## src/common/sleep_consts.svh

```systemverilog
`ifndef SLEEP_CONSTS_SVH
`define SLEEP_CONSTS_SVH
// Overview of operation
// [RQ1] Mode 001 stops CPU, flash, I/O clocks; ADC and async clocks run.
// [RQ2] Entering noise reduction with ADC enabled starts a conversion.
// [RQ3] Noise reduction wakes on ADC, resets, TWI, timer 2, STORE_PROGRAM_MEMORY/EEPROM, ext lines.
// [RQ4] Mode 010 power-down stops oscillator and all generated clocks.
// [RQ5] Power-down wakes only on resets, TWI match, level line 0/1, line 2.
// [RQ6] External level wake source must hold its level long enough.
// [RQ7] Power-down wake waits a start-up delay chosen by clock source fuses.
// [RQ8] Mode 011 power-save is power-down with async clock kept when selected.
// [RQ9] Power-save wakes on timer 2 events only if enabled and global enable set.
// [RQ10] Timer 2 contents undefined after power-save wake when not async.
// [RQ11] Mode 110 with crystal is standby: oscillator runs, six-cycle wake.
// [RQ12] Mode 111 with crystal is extended standby, six-cycle wake.
// [RQ13] Deep modes accept only line 2 and level lines 1 and 0.
// [RQ14] ADC stays enabled in sleep; re-enable forces extended conversion.
// [RQ15] Comparator disabled in deep modes unless it uses internal reference.
// [RQ16] Fuse-enabled brown-out detector stays enabled in every mode.
// [RQ17] Enabled watchdog keeps running in every sleep mode.
// [RQ18] Internal reference on only while BOD, comparator or ADC needs it.
// [RQ19] Input buffers off when I/O and ADC clocks stop, except wake inputs.
// [RQ20] Sleep enters the selected mode only when sleep enable is one.
// [RQ21] Mode 000 idle stops only CPU and flash clocks.
// [RQ22] Interrupt wake holds CPU four extra cycles beyond start-up time.
// [RQ23] Reset during sleep wakes and restarts from the reset vector.
// [RQ24] Accepted wake re-enables gated clocks after start-up delay, before CPU.
`define MODE_IDLE      3'h0
`define MODE_ADC_NR    3'h1
`define MODE_PWR_DOWN  3'h2
`define MODE_PWR_SAVE  3'h3
`define MODE_STANDBY   3'h6
`define MODE_EXT_STBY  3'h7
`define STBY_WAKE_CYC  16'h0006
`define IRQ_EXTRA_CYC  16'h0004
`define WAKE_CNT_W     16
`define CLK_CPU        0
`define CLK_FLASH      1
`define CLK_IO         2
`define CLK_ADC        3
`define CLK_ASY        4
`endif

```

## src/common/sleep_pkg.sv

```systemverilog
package sleep_pkg;
  typedef enum logic [2:0] {
    ST_RUN,
    ST_SLEEP,
    ST_STARTUP,
    ST_HOLD
  } sleep_state_t;
  typedef logic [4:0] clk_dom_t;
endpackage

```

## src/common/wake_if.sv

```systemverilog
`timescale 1ns/10ps
interface wake_if;
  logic [2:0] mode;
  logic       async_t2;
  logic       gie;
  logic       wake_irq;
  logic       wake_rst;
  modport ctrl (output mode, output async_t2, output gie, input wake_irq, input wake_rst);
  modport filt (input mode, input async_t2, input gie, output wake_irq, output wake_rst);
endinterface

```

## src/verilog/wake_filter.sv

```systemverilog
`timescale 1ns/10ps
`include "sleep_consts.svh"
module wake_filter (
  // Mode and qualifiers
  wake_if.filt      w,
  // Raw wake sources
  input  wire logic i_adc_done,
  input  wire logic i_twi_match,
  input  wire logic i_t2_ovf,
  input  wire logic i_t2_cmp,
  input  wire logic i_t2_ovf_en,
  input  wire logic i_t2_cmp_en,
  input  wire logic i_spm_ready,
  input  wire logic i_ext_irq_line_0_level,
  input  wire logic i_ext_irq_line_1_level,
  input  wire logic i_ext_irq_line_2,
  input  wire logic i_other_io,
  input  wire logic i_ext_rst,
  input  wire logic i_wdt_rst,
  input  wire logic i_bod_rst
);
  logic t2_ev;
  logic ext_ev;
  // Resets wake from any mode
  assign w.wake_rst = i_ext_rst | i_wdt_rst | i_bod_rst; // [RQ23]
  // Deep modes see only line 2 and the level lines
  assign ext_ev = i_ext_irq_line_2 | i_ext_irq_line_0_level | i_ext_irq_line_1_level; // [RQ13]
  // Timer 2 needs its enable and the global enable to count as a wake
  assign t2_ev = w.gie & ((i_t2_ovf & i_t2_ovf_en) | (i_t2_cmp & i_t2_cmp_en)); // [RQ9]
  // Per-mode source filter
  always_comb begin
    unique case (w.mode)
      `MODE_IDLE:     w.wake_irq = ext_ev | i_twi_match | t2_ev | i_spm_ready
                                   | i_adc_done | i_other_io;
      `MODE_ADC_NR:   w.wake_irq = i_adc_done | i_twi_match | t2_ev | i_spm_ready
                                   | ext_ev; // [RQ3]
      `MODE_PWR_DOWN,
      `MODE_STANDBY:  w.wake_irq = i_twi_match | ext_ev; // [RQ5]
      `MODE_PWR_SAVE,
      `MODE_EXT_STBY: w.wake_irq = i_twi_match | ext_ev | (t2_ev & w.async_t2); // [RQ9]
      default:        w.wake_irq = 1'b0;
    endcase
  end
endmodule

```

## src/verilog/sleep_ctrl.sv

```systemverilog
`timescale 1ns/10ps
`include "sleep_consts.svh"
module sleep_ctrl #(
  parameter logic [15:0] STARTUP_CYC = 16'h0006
) (
  // Clock and reset
  input  wire logic        i_mclk,
  input  wire logic        i_srst,
  // Core interface
  input  wire logic        i_sleep_exec,
  input  wire logic        i_sleep_enable_bit,
  input  wire logic [2:0]  i_sleep_mode_select,
  input  wire logic        i_gie,
  input  wire logic        i_crystal_clk,
  // Peripheral configuration
  input  wire logic        i_timer2_async_select,
  input  wire logic        i_adc_enable,
  input  wire logic        i_acmp_enable,
  input  wire logic        i_acmp_uses_ref,
  input  wire logic        i_brownout_enable_fuse,
  input  wire logic        i_wdt_enable,
  // Wake sources
  input  wire logic        i_adc_done,
  input  wire logic        i_twi_match,
  input  wire logic        i_t2_ovf,
  input  wire logic        i_t2_cmp,
  input  wire logic        i_t2_ovf_en,
  input  wire logic        i_t2_cmp_en,
  input  wire logic        i_spm_ready,
  input  wire logic        i_ext_irq_line_0_level,
  input  wire logic        i_ext_irq_line_1_level,
  input  wire logic        i_ext_irq_line_2,
  input  wire logic        i_other_io,
  input  wire logic        i_ext_rst,
  input  wire logic        i_wdt_rst,
  input  wire logic        i_bod_rst,
  // Clock gates, one bit per domain
  output logic [4:0]       o_clk_en,
  output logic             o_main_osc_en,
  output logic             o_timer_osc_en,
  // Analog and buffers
  output logic             o_adc_start,
  output logic             o_adc_extended,
  output logic             o_adc_en,
  output logic             o_acmp_en,
  output logic             o_bod_en,
  output logic             o_wdt_en,
  output logic             o_vref_en,
  output logic             o_inbuf_en,
  // Core status
  output logic             o_asleep,
  output logic             o_cpu_run,
  output logic             o_reset_vector,
  output logic             o_t2_undefined
);
  ////////////////////////////////////////////////////////////////////////////
  wake_if w ();
  sleep_pkg::sleep_state_t state_reg, state_next;
  logic [2:0]              mode_reg, mode_next;
  logic [15:0]             cnt_reg, cnt_next;
  logic                    rst_wake_reg, rst_wake_next;
  logic                    adc_prev_reg, adc_prev_next;
  logic                    ext_conv_reg, ext_conv_next;
  sleep_pkg::clk_dom_t     clk_next;
  logic                    mosc_next, tosc_next, start_next, acmp_next, vref_next, inb_next;
  logic                    t2u_reg, t2u_next;
  logic                    sleeping;
  logic                    gating;

  assign w.mode     = mode_reg;
  assign w.async_t2 = i_timer2_async_select;
  assign w.gie      = i_gie;

  wake_filter u_filt (
    .w            (w),
    .i_adc_done   (i_adc_done),
    .i_twi_match  (i_twi_match),
    .i_t2_ovf     (i_t2_ovf),
    .i_t2_cmp     (i_t2_cmp),
    .i_t2_ovf_en  (i_t2_ovf_en),
    .i_t2_cmp_en  (i_t2_cmp_en),
    .i_spm_ready  (i_spm_ready),
    .i_ext_irq_line_0_level (i_ext_irq_line_0_level),
    .i_ext_irq_line_1_level (i_ext_irq_line_1_level),
    .i_ext_irq_line_2       (i_ext_irq_line_2),
    .i_other_io   (i_other_io),
    .i_ext_rst    (i_ext_rst),
    .i_wdt_rst    (i_wdt_rst),
    .i_bod_rst    (i_bod_rst)
  );

  // Reserved codes, and crystal-only modes without a crystal, fall back to no sleep
  function automatic logic mode_legal(input logic [2:0] m, input logic xtal);
    unique case (m)
      `MODE_IDLE, `MODE_ADC_NR, `MODE_PWR_DOWN, `MODE_PWR_SAVE: mode_legal = 1'b1;
      `MODE_STANDBY, `MODE_EXT_STBY: mode_legal = xtal; // [RQ11] [RQ12]
      default: mode_legal = 1'b0;
    endcase
  endfunction

  // Start-up length depends on whether the oscillator kept running
  function automatic logic [15:0] wake_delay(input logic [2:0] m);
    unique case (m)
      `MODE_PWR_DOWN, `MODE_PWR_SAVE: wake_delay = STARTUP_CYC; // [RQ7]
      `MODE_STANDBY, `MODE_EXT_STBY:  wake_delay = `STBY_WAKE_CYC; // [RQ11] [RQ12]
      default:                        wake_delay = 16'h0001;
    endcase
  endfunction

  ////////////////////////////////////////////////////////////////////////////
  // Sequencer: run, sleep, oscillator start-up, four-cycle interrupt hold
  always_comb begin
    state_next    = state_reg;
    mode_next     = mode_reg;
    cnt_next      = cnt_reg;
    rst_wake_next = rst_wake_reg;
    start_next    = 1'b0;
    unique case (state_reg)
      sleep_pkg::ST_RUN: begin
        rst_wake_next = 1'b0;
        if (i_sleep_exec && i_sleep_enable_bit &&
            mode_legal(i_sleep_mode_select, i_crystal_clk)) begin // [RQ20]
          state_next = sleep_pkg::ST_SLEEP;
          mode_next  = i_sleep_mode_select;
          start_next = i_adc_enable && (i_sleep_mode_select == `MODE_ADC_NR); // [RQ2]
        end
      end
      sleep_pkg::ST_SLEEP: begin
        if (w.wake_rst || w.wake_irq) begin
          state_next    = sleep_pkg::ST_STARTUP;
          rst_wake_next = w.wake_rst; // [RQ23]
          cnt_next      = wake_delay(mode_reg); // [RQ7]
        end
      end
      sleep_pkg::ST_STARTUP: begin
        // Clocks return at the end of start-up, then the core is held
        if (cnt_reg <= 16'h0001) begin
          state_next = sleep_pkg::ST_HOLD;
          cnt_next   = `IRQ_EXTRA_CYC; // [RQ22]
        end else begin
          cnt_next = cnt_reg - 16'h0001;
        end
      end
      sleep_pkg::ST_HOLD: begin
        // A reset wake leaves the hold after one cycle and goes to the vector
        if (rst_wake_reg || cnt_reg <= 16'h0001) begin
          state_next = sleep_pkg::ST_RUN;
          mode_next  = `MODE_IDLE;
        end else begin
          cnt_next = cnt_reg - 16'h0001;
        end
      end
      default: state_next = sleep_pkg::ST_RUN;
    endcase
  end

  ////////////////////////////////////////////////////////////////////////////
  // Gating follows the active mode while asleep or starting up
  assign sleeping = (state_reg == sleep_pkg::ST_SLEEP) || (state_reg == sleep_pkg::ST_STARTUP);
  // Looks at the next state, so analog gates move on the same edge as the clocks
  assign gating = (state_next == sleep_pkg::ST_SLEEP) || (state_next == sleep_pkg::ST_STARTUP);
  always_comb begin
    clk_next  = 5'h1F;
    mosc_next = 1'b1;
    tosc_next = i_timer2_async_select;
    if (sleeping || state_next == sleep_pkg::ST_SLEEP) begin
      unique case (state_next == sleep_pkg::ST_SLEEP && !sleeping ?
                   i_sleep_mode_select : mode_reg)
        `MODE_IDLE: clk_next = 5'h1C; // [RQ21]
        `MODE_ADC_NR: clk_next = 5'h18; // [RQ1]
        `MODE_PWR_DOWN: begin
          clk_next  = 5'h00; // [RQ4]
          mosc_next = 1'b0;
          tosc_next = 1'b0;
        end
        `MODE_PWR_SAVE: begin
          clk_next  = {i_timer2_async_select, 4'h0}; // [RQ8]
          mosc_next = 1'b0;
        end
        `MODE_STANDBY: begin
          clk_next  = 5'h00; // [RQ11]
          tosc_next = 1'b0;
        end
        `MODE_EXT_STBY: clk_next = {i_timer2_async_select, 4'h0}; // [RQ12]
        default: clk_next = 5'h1F;
      endcase
    end
    // Start-up state keeps gates closed; they reopen entering hold
    if (state_next == sleep_pkg::ST_HOLD || state_next == sleep_pkg::ST_RUN) begin
      clk_next  = 5'h1F; // [RQ24]
      mosc_next = 1'b1;
      tosc_next = i_timer2_async_select;
    end
  end

  // Analog side, comparator, reference and input buffers
  always_comb begin
    adc_prev_next = i_adc_enable;
    ext_conv_next = ext_conv_reg;
    if (i_adc_enable && !adc_prev_reg)
      ext_conv_next = 1'b1; // [RQ14]
    else if (i_adc_enable && (start_next || i_adc_done))
      ext_conv_next = 1'b0;
    // Entry edge counts too, else the comparator would drop a cycle late
    acmp_next = i_acmp_enable &&
                (!(gating && mode_next != `MODE_IDLE && mode_next != `MODE_ADC_NR)
                 || i_acmp_uses_ref); // [RQ15]
    vref_next = i_brownout_enable_fuse || (acmp_next && i_acmp_uses_ref)
                || i_adc_enable; // [RQ18]
    // Wake pins stay buffered in the filter path; only other inputs drop
    inb_next  = clk_next[`CLK_IO] || clk_next[`CLK_ADC]; // [RQ19]
    // Leaving power-save with a synchronous timer flags its contents as stale
    t2u_next  = t2u_reg;
    if (state_reg == sleep_pkg::ST_SLEEP && state_next == sleep_pkg::ST_STARTUP)
      t2u_next = (mode_reg == `MODE_PWR_SAVE) && !i_timer2_async_select; // [RQ10]
  end

  ////////////////////////////////////////////////////////////////////////////
  // Registers
  always_ff @(posedge i_mclk) begin
    if (i_srst) begin
      state_reg      <= sleep_pkg::ST_RUN;
      mode_reg       <= `MODE_IDLE;
      cnt_reg        <= 16'h0000;
      rst_wake_reg   <= 1'b0;
      adc_prev_reg   <= 1'b0;
      ext_conv_reg   <= 1'b0;
      t2u_reg        <= 1'b0;
      o_clk_en       <= 5'h1F;
      o_main_osc_en  <= 1'b1;
      o_timer_osc_en <= 1'b0;
      o_adc_start    <= 1'b0;
      o_adc_extended <= 1'b0;
      o_adc_en       <= 1'b0;
      o_acmp_en      <= 1'b0;
      o_bod_en       <= 1'b0;
      o_wdt_en       <= 1'b0;
      o_vref_en      <= 1'b0;
      o_inbuf_en     <= 1'b1;
      o_asleep       <= 1'b0;
      o_cpu_run      <= 1'b1;
      o_reset_vector <= 1'b0;
      o_t2_undefined <= 1'b0;
    end else begin
      state_reg      <= state_next;
      mode_reg       <= mode_next;
      cnt_reg        <= cnt_next;
      rst_wake_reg   <= rst_wake_next;
      adc_prev_reg   <= adc_prev_next;
      ext_conv_reg   <= ext_conv_next;
      t2u_reg        <= t2u_next;
      o_clk_en       <= clk_next;
      o_main_osc_en  <= mosc_next;
      o_timer_osc_en <= tosc_next;
      o_adc_start    <= start_next;
      o_adc_extended <= ext_conv_next;
      o_adc_en       <= i_adc_enable; // [RQ14]
      o_acmp_en      <= acmp_next;
      o_bod_en       <= i_brownout_enable_fuse; // [RQ16]
      o_wdt_en       <= i_wdt_enable; // [RQ17]
      o_vref_en      <= vref_next;
      o_inbuf_en     <= inb_next;
      o_asleep       <= (state_next != sleep_pkg::ST_RUN);
      o_cpu_run      <= (state_next == sleep_pkg::ST_RUN);
      o_reset_vector <= (state_reg == sleep_pkg::ST_HOLD) && rst_wake_reg
                        && (state_next == sleep_pkg::ST_RUN); // [RQ23]
      o_t2_undefined <= t2u_next;
    end
  end
endmodule

```

## config.mk

```make
export PLATFORM = sky130hd
export DESIGN_NAME = sleep_ctrl
export DESIGN_NICKNAME = d
export VERILOG_FILES = /design/src/common/sleep_pkg.sv /design/src/common/wake_if.sv /design/src/verilog/wake_filter.sv /design/src/verilog/sleep_ctrl.sv
export VERILOG_INCLUDE_DIRS = /design/src /design/src/common
export SDC_FILE = /design/constraint.sdc
export NUM_CORES = 1
export LEC_CHECK = 0
export ABC_AREA = 1
export BUFFER_PORTS_ARGS = -buffer_cell sky130_fd_sc_hd__buf_2
export CAP_MARGIN = 20
export CORE_MARGIN = 4
export CORE_UTILIZATION = 55
export DETAILED_ROUTE_END_ITERATION = 8
export MAX_ROUTING_LAYER = met4
export PLACE_DENSITY = 0.93
export SLEW_MARGIN = 30
export SYNTH_ARGS = -nofsm -noshare
export SYNTH_HDL_FRONTEND = slang
export SYNTH_HIERARCHICAL = 1
export SYNTH_SLANG_ARGS = --single-unit
```

## constraint.sdc

```tcl
create_clock -name i_mclk -period 3.11 [get_ports i_mclk]
set_clock_uncertainty 0.2 [all_clocks]
set_input_delay 0.1555 -clock i_mclk [delete_from_list [all_inputs] [get_ports i_mclk]]
set_output_delay 0.1555 -clock i_mclk [all_outputs]
set_load 0.02 [all_outputs]
```

## Word-level counts from Yosys, hierarchy flattened

Cells that the tools add are included.

| word-level totals | value |
|---|---|
| input port bits | 29 |
| output and inout port bits | 19 |
| word-level logic and storage cells | 146 |
| register bits after elaboration | 42 |

| cells by class | value |
|---|---|
| equal/unequal tests | 24 |
| bitwise gates (word level) | 20 |
| reduce and logical (&&, ||, !) cells | 50 |
| multiplexer cells | 30 |
| add/subtract/negate cells | 1 |
| order comparisons | 1 |

Operator list:

| kind | count |
|---|---|
| 16-bit two-way mux | 3 |
| 16-bit one-hot mux with 3 select lines | 1 |
| 3-bit by 2-bit equality test with 1-bit output (second input constant) | 10 |
| 3-bit two-way mux | 8 |
| 5-bit one-hot mux with 4 select lines | 1 |
| 3-bit equality test (second input constant) | 6 |
| 16-bit by 1-bit <= comparator with 1-bit output (second input constant) | 1 |
| 16-bit by 1-bit subtractor with 16-bit output (second input constant) | 1 |
| 3-bit by 1-bit equality test with 1-bit output (second input constant) | 5 |
| 3-bit zero test | 5 |
| 1-bit bitwise OR | 15 |
| 1-bit logical AND | 14 |
| 3-bit one-hot mux with 4 select lines | 1 |
| 2-bit OR reduction | 6 |
| 1-bit logical OR | 11 |
| 1-bit two-way mux | 10 |
| 3-bit nonzero test | 3 |
| 4-bit two-way mux | 2 |
| 4-bit OR reduction | 2 |
| 3-bit one-hot mux with 2 select lines | 1 |
| 1-bit AND | 4 |
| 1-bit zero test | 4 |
| 2-bit inequality test (second input constant) | 2 |
| 1-bit one-hot mux with 2 select lines | 2 |
| other kinds (7) | 8 |

## Longest topological paths before layout

| logic depth | value |
|---|---|
| depth in word-level cells | 21 |
| gate-level depth with buffers | 17 |

## Modules after synthesis

Netlist, hierarchy kept.

By module, submodules not included:

| module | area an instance (sq um) | cells an instance | instances | seq. area each (sq um) |
|---|---|---|---|---|
| sleep_ctrl | 2004.4 | 270 | 1 | 820.8 |
| wake_filter | 93.8 | 23 | 1 | 0.0 |

## Worst setup path after synthesis

No wires, ideal clock.

| timing | value |
|---|---|
| path kind | register to register |
| start | register mode_reg[0] |
| end | register cnt_reg[6] |
| arrival time | 1.657 ns |
| library setup time | 0.119 ns |
| setup slack | 1.135 ns |
| period minus slack after synthesis | 1.975 ns |
| cell stages (with the launch flop) | 18 |
| cells stage by stage | dfxtp_1 > inv_1 > nand2_1 > nand2_1 > nand2_1 > nand2_1 > nor2_1 > nor2_1 > or2_2 > nand2_2 > nand2_2 > inv_2 > nand2_4 > buf_6 > nand2_2 > nor2_1 > o21ai_1 > nor2_1 |

| on the way | value |
|---|---|
| cells in the longest elaborated chain, start to end | 6 |

Ends and longest elaborated chain:

| element | line | RTL |
|---|---|---|
| start: declaration | sleep_ctrl.sv:59 | `logic [2:0] mode_reg, mode_next;` |
| start signal: assignment | sleep_ctrl.sv:223 | `` mode_reg <= `MODE_IDLE; `` |
| start signal: assignment | sleep_ctrl.sv:246 | `mode_reg <= mode_next;` |
| 3-bit by 2-bit equality test with 1-bit output / 3-bit equality test (equally long branches) | wake_filter.sv:32 | `unique case (w.mode)` |
| 2-bit OR reduction | wake_filter.sv:32 |  |
| 1-bit one-hot mux with 4 select lines (*) | wake_filter.sv:32 |  |
| net w.wake_irq | wake_if.sv:6 | `logic wake_irq;` |
| 1-bit logical OR (*) | sleep_ctrl.sv:129 | `if (w.wake_rst \|\| w.wake_irq) begin` |
| 2-bit inequality test (no source line) (*) | - |  |
| 3-bit AND reduction (no source line) (*) | - |  |
| end signal: assignment | sleep_ctrl.sv:247 | `cnt_reg <= cnt_next;` |
| end: declaration | sleep_ctrl.sv:60 | `logic [15:0] cnt_reg, cnt_next;` |

The timed path passes the listed nets; every way through them passes the cells marked *.
A chain may end at the register's enable or synchronous reset.

## Worst setup path in the final report

| timing | value |
|---|---|
| start | register mode_reg[0] |
| end | register o_acmp_en |

| on the way | value |
|---|---|
| cells in the longest elaborated chain, start to end | 13 |

Ends and longest elaborated chain:

| element | line | RTL |
|---|---|---|
| 3-bit by 2-bit equality test with 1-bit output / 3-bit equality test (equally long branches) | wake_filter.sv:32 |  |
| 2-bit OR reduction | wake_filter.sv:32 |  |
| 1-bit one-hot mux with 4 select lines (*) | wake_filter.sv:32 |  |
| net w.wake_irq | wake_if.sv:6 |  |
| 1-bit logical OR (*) | sleep_ctrl.sv:129 |  |
| 3-bit two-way mux (*) | sleep_ctrl.sv:129 |  |
| 3-bit one-hot mux with 4 select lines (*) | sleep_ctrl.sv:118 | `unique case (state_reg)` |
| 3-bit by 1-bit equality test with 1-bit output / 3-bit by 2-bit equality test with 1-bit output (equally long branches) | sleep_ctrl.sv:161 | `assign gating = (state_next == sleep_pkg::ST_SLEEP) \|\| (state_next == sleep_pkg::ST_STARTUP);` |
| 1-bit logical OR (*) | sleep_ctrl.sv:161 |  |
| 1-bit logical AND (no source line) (*) (2 in series) | - |  |
| 1-bit zero test (*) | sleep_ctrl.sv:206 | `` (!(gating && mode_next != `MODE_IDLE && mode_next != `MODE_ADC_NR) `` |
| 1-bit logical OR (*) | sleep_ctrl.sv:206 |  |
| 1-bit logical AND (*) | sleep_ctrl.sv:205 | `acmp_next = i_acmp_enable &&` |
| end signal: assignment | sleep_ctrl.sv:258 | `o_acmp_en <= acmp_next;` |
| end: declaration | sleep_ctrl.sv:45 | `output logic o_acmp_en,` |

Marks and branches as above.

==> parameters.txt <==
Parameter                              Value

Worst setup path
  Worst path cell trace    inv_1, nand2_1, nand2_1, nand2_1, nand2_1, nor2_1, nor2_1, or2_2, nor2_1, nor2_2, nand4_1, nand2_2, nand2_1, nor2_1, nor2_1, dlygate4sd3_1
  Crit Path Max Fanout    6
  Data arrival time of the critical path    roughly 2.6 ns
  Buffers and inverters on the worst path    2
  Delay contributed by the slowest stage of the critical path    about 0.55 ns
  Cell family with most CP delay    simple AND/OR/NAND/NOR gates
  Critical path class    flip-flop to flip-flop
  Max stage delay cell, worst path    dlygate4sd3_1
  Setup crit end kind    flip-flop
  FF-to-FF setup slack    a little over 0.5 ns
  CP required    3.15 ns
  Critical path launch point type    flip-flop

Cells and area
  Net count, final    between 300 and 400
  Fill cells    280
  Relative area change from synthesis to final layout    22.48%
  Fraction of layout cells with a size suffix above 1    0.2764
  Count of inserted antenna diode cells    0
  Flip-flop count of the largest register, all copies and words added    16

Status
  Violations in the final reports    hold timing
  Result of the run    complete, but fails checks

Synth
  Complex-gate fraction of the synthesized area    0.09302
  Flops & latches, synth    41
  Post-synthesis xor/xnor area fraction    0.01670
  Mean post-synth cell area    approximately 7 µm²
  Net count after synthesis    324
  Count of different cell masters after synthesis    39
  Top cell type's share of synthesized area    0.3912
  Seq/Total Area, Yosys    0.3912
  Cell types with the highest counts after synthesis    nand2_1 (58), nor2_1 (46), dfxtp_1 (41), inv_1 (37), a21oi_1 (18)
  Portion of netlist area occupied by mux cells    0
  Ranking of synthesized cells by area    dfxtp_1 (39%), nand2_1 (10%), nor2_1 (8.2%)
  Synth Warn #    6
  Most common cell in the netlist    nand2_1
  Adder-cell area share of the yosys netlist    0.01193
  Instance count of the mapped netlist    just under 300
  Post-synthesis async set-or-reset flop share    0
  Simple-gate share of the synthesized area    0.3870
  Most used flip-flop cell after synthesis    dfxtp_1
  Combinational family with the most area after synthesis    simple AND/OR/NAND/NOR gates
  Post-synth EDFFs    0
  Most area-hungry cell type in the Yosys netlist    dfxtp_1
  Combined area of all synthesized cells    2098 µm²

Timing
  Endpoints failing setup    0
  Total count of max-transition violations in the final report    0
  Fin. Hold Viols    1
  Portion of the clock cycle consumed by the worst path in the final layout    0.8339
  Period minus WS final    between 2 and 3 ns
  Post-Route Setup TNS    0 ns
  Hold slack final    -0.0008590 ns
  Max frequency    about 0.39 GHz
  Max-slew headroom    0.6198
  Actual slew at the worst max-slew pin    0.5665 ns
  Setup repair after global routing missed its margin    false

CTS
  Deepest level of the CTS H-tree    2
  Clock buffer depth    2
  Latest clock arrival within the worst-skew pair    roughly 0.30 ns
  CTS Buf Count    5
  Post-CTS setup-driven buffer insertion count    0
  Clock sink total    41
  Clock tree from TritonCTS    done
  Post-CTS Hold Fix Bufs    8
  Root Buffer Master    clkbuf_8
  Clk pin slew, worst setup/hold paths    ~0.09 ns
  Cts repair resizes    0

Drt
  Initial detailed-routing violation count    186
  Routed length on met3    about 340 µm
  Top metal layer carrying routed signals    met4
  Final wirelength    approximately 5100 µm
  Metal1 wirelength    2079 µm
  Via/cell ratio    approximately 5.2
  1st-pass router iterations    6
  Detail-routed net length per standard cell    12.83 µm
  Detailed route wirelength on metal2    approximately 2600 µm
  Via total after detailed routing    approximately 2.1k
  Detailed-route DRC error count    0
  Final antenna-violating net count    0

GRT
  Vias in the first global route    roughly 2k
  Overall routing resource usage    0.2243
  Wire length of the first global-routing pass    between 8000 and 9000 µm
  Number of antenna violations at the first check in global routing    0
  Pin count of the biggest net entering global routing    23
  Total congestion overflow    0

Pwr
  Internal Power    just over 0.9 mW
  Reg power frac    0.444
  Switching Share    0.2554
  Relative contribution of combinational cells to total power    0.144
  P_sw    roughly 0.32 mW
  Areal power density over the cells    between 400 and 500 nW/µm²
  Largest vdd supply drop    ~0.53 mV
  Leakage power    1.218 nW
  Relative contribution of the clock network to total power    0.412

Die
  Height of the chip    ~70 µm
  Number of standard-cell rows in the floorplan    22
  Area of the placeable core    about 3700 µm²
  Number of top-level pins    48
  Floorplan die area    ~4900 µm²
  Initial core utilization    0.5731
  X dimension of the die    about 70 µm

Hold path
  Hold/Removal Path Class    input pin to flip-flop

Placement
  Total half-perimeter wirelength after legalization and detailed placement    3417 µm
  Routability congestion estimate    roughly 0.86
  Count of input and output buffers    47

Job
  Maximum capacitance violations    0
metrics by stage:
step           cells  power, mW  setup slack, ns  cell area, µm²    util
2_1_floorplan    293     0.6802            1.135            2098       -
3_3_place_gp     383     0.7218           0.9626            2356  0.6435
3_5_place_dp     383     0.7269           0.8126            2356  0.6435
4_1_cts          399      1.237           0.5573            2570  0.7020
5_1_grt          399      1.293           0.3795            2570  0.7020
6_report         399      1.242           0.5166            2570  0.7020
cells in the final DEF, fill, tap and decap left out, types with 2 or more instances in the layout:
master,count
a21oi_1,18
a31oi_1,2
buf_2,47
bufinv_16,2
clkbuf_8,5
dfxtp_1,41
dlygate4sd3_1,8
ha_1,2
inv_1,37
inv_2,8
nand2_1,58
nand2_2,9
nand2_4,3
nand3_1,12
nand3_2,2
nand4_1,3
nor2_1,46
nor2_2,7
nor2_4,5
nor3_1,2
nor3_2,2
o2111ai_1,2
o211ai_1,3
o21ai_0,5
o21ai_1,2
or2_0,2
or2_2,2
xnor2_1,2
xor2_1,2
power by group through the flow:
stage	clock network, mW	registers (mW)	logic (mW)
6_report	0.512	0.552	0.178
5_1_grt	0.544	0.554	0.196
4_1_cts	0.512	0.551	0.174
3_5_place_dp	0	0.564	0.163
3_3_place_gp	0	0.563	0.159
2_1_floorplan	0	0.571	0.109
worst paths after layout:
kind / to / cells past startpoint / from
min: ext_conv_reg / 4 / i_adc_done
min reg2reg: ext_conv_reg / 1 / adc_prev_reg
max reg2reg: o_acmp_en / 16 / mode_reg[0]
max: o_acmp_en / 16 / mode_reg[0]
logic make-up after synthesis:
family,after synthesis
flops,41
compound gates,34
buf+inv,50
other cells,1
xor+xnor,4
simple gates,161
fa+ha+maj,2
area by class of cell:
class                           instances  area [µm²]  share of cell area
Multi-Input combinational cell        202        1071              0.4167
Sequential cell                        41       820.8              0.3194
Timing Repair Buffer                   55       315.3              0.1227
Inverter                               45       168.9             0.06573
Clock buffer                            5       68.82             0.02678
Clock inverter                          3       65.06             0.02532
Tap cell                               48       60.06             0.02337
worst reg2reg max path, cell delays in order, from the launching register on:
cell and delay [ns]:
dfxtp_1 0.41, inv_1 0.07, nand2_1 0.05, nand2_1 0.04, nand2_1 0.05, nand2_1 0.04
nor2_1 0.11, nor2_1 0.06, or2_2 0.31, nor2_1 0.13, nor2_2 0.07, nand4_1 0.11
nand2_2 0.12, nand2_1 0.09, nor2_1 0.04, nor2_1 0.09, dlygate4sd3_1 0.55
routing by layer:
layer | vias to the layer above | track usage
met5 | - | -
met4 | 0 | 0.1000
met3 | 12 | 0.04783
met2 | 88 | 0.3757
met1 | 957 | 0.2562
li1 | 1024 | -
Note: power is estimated with default switching activity, not from simulation.
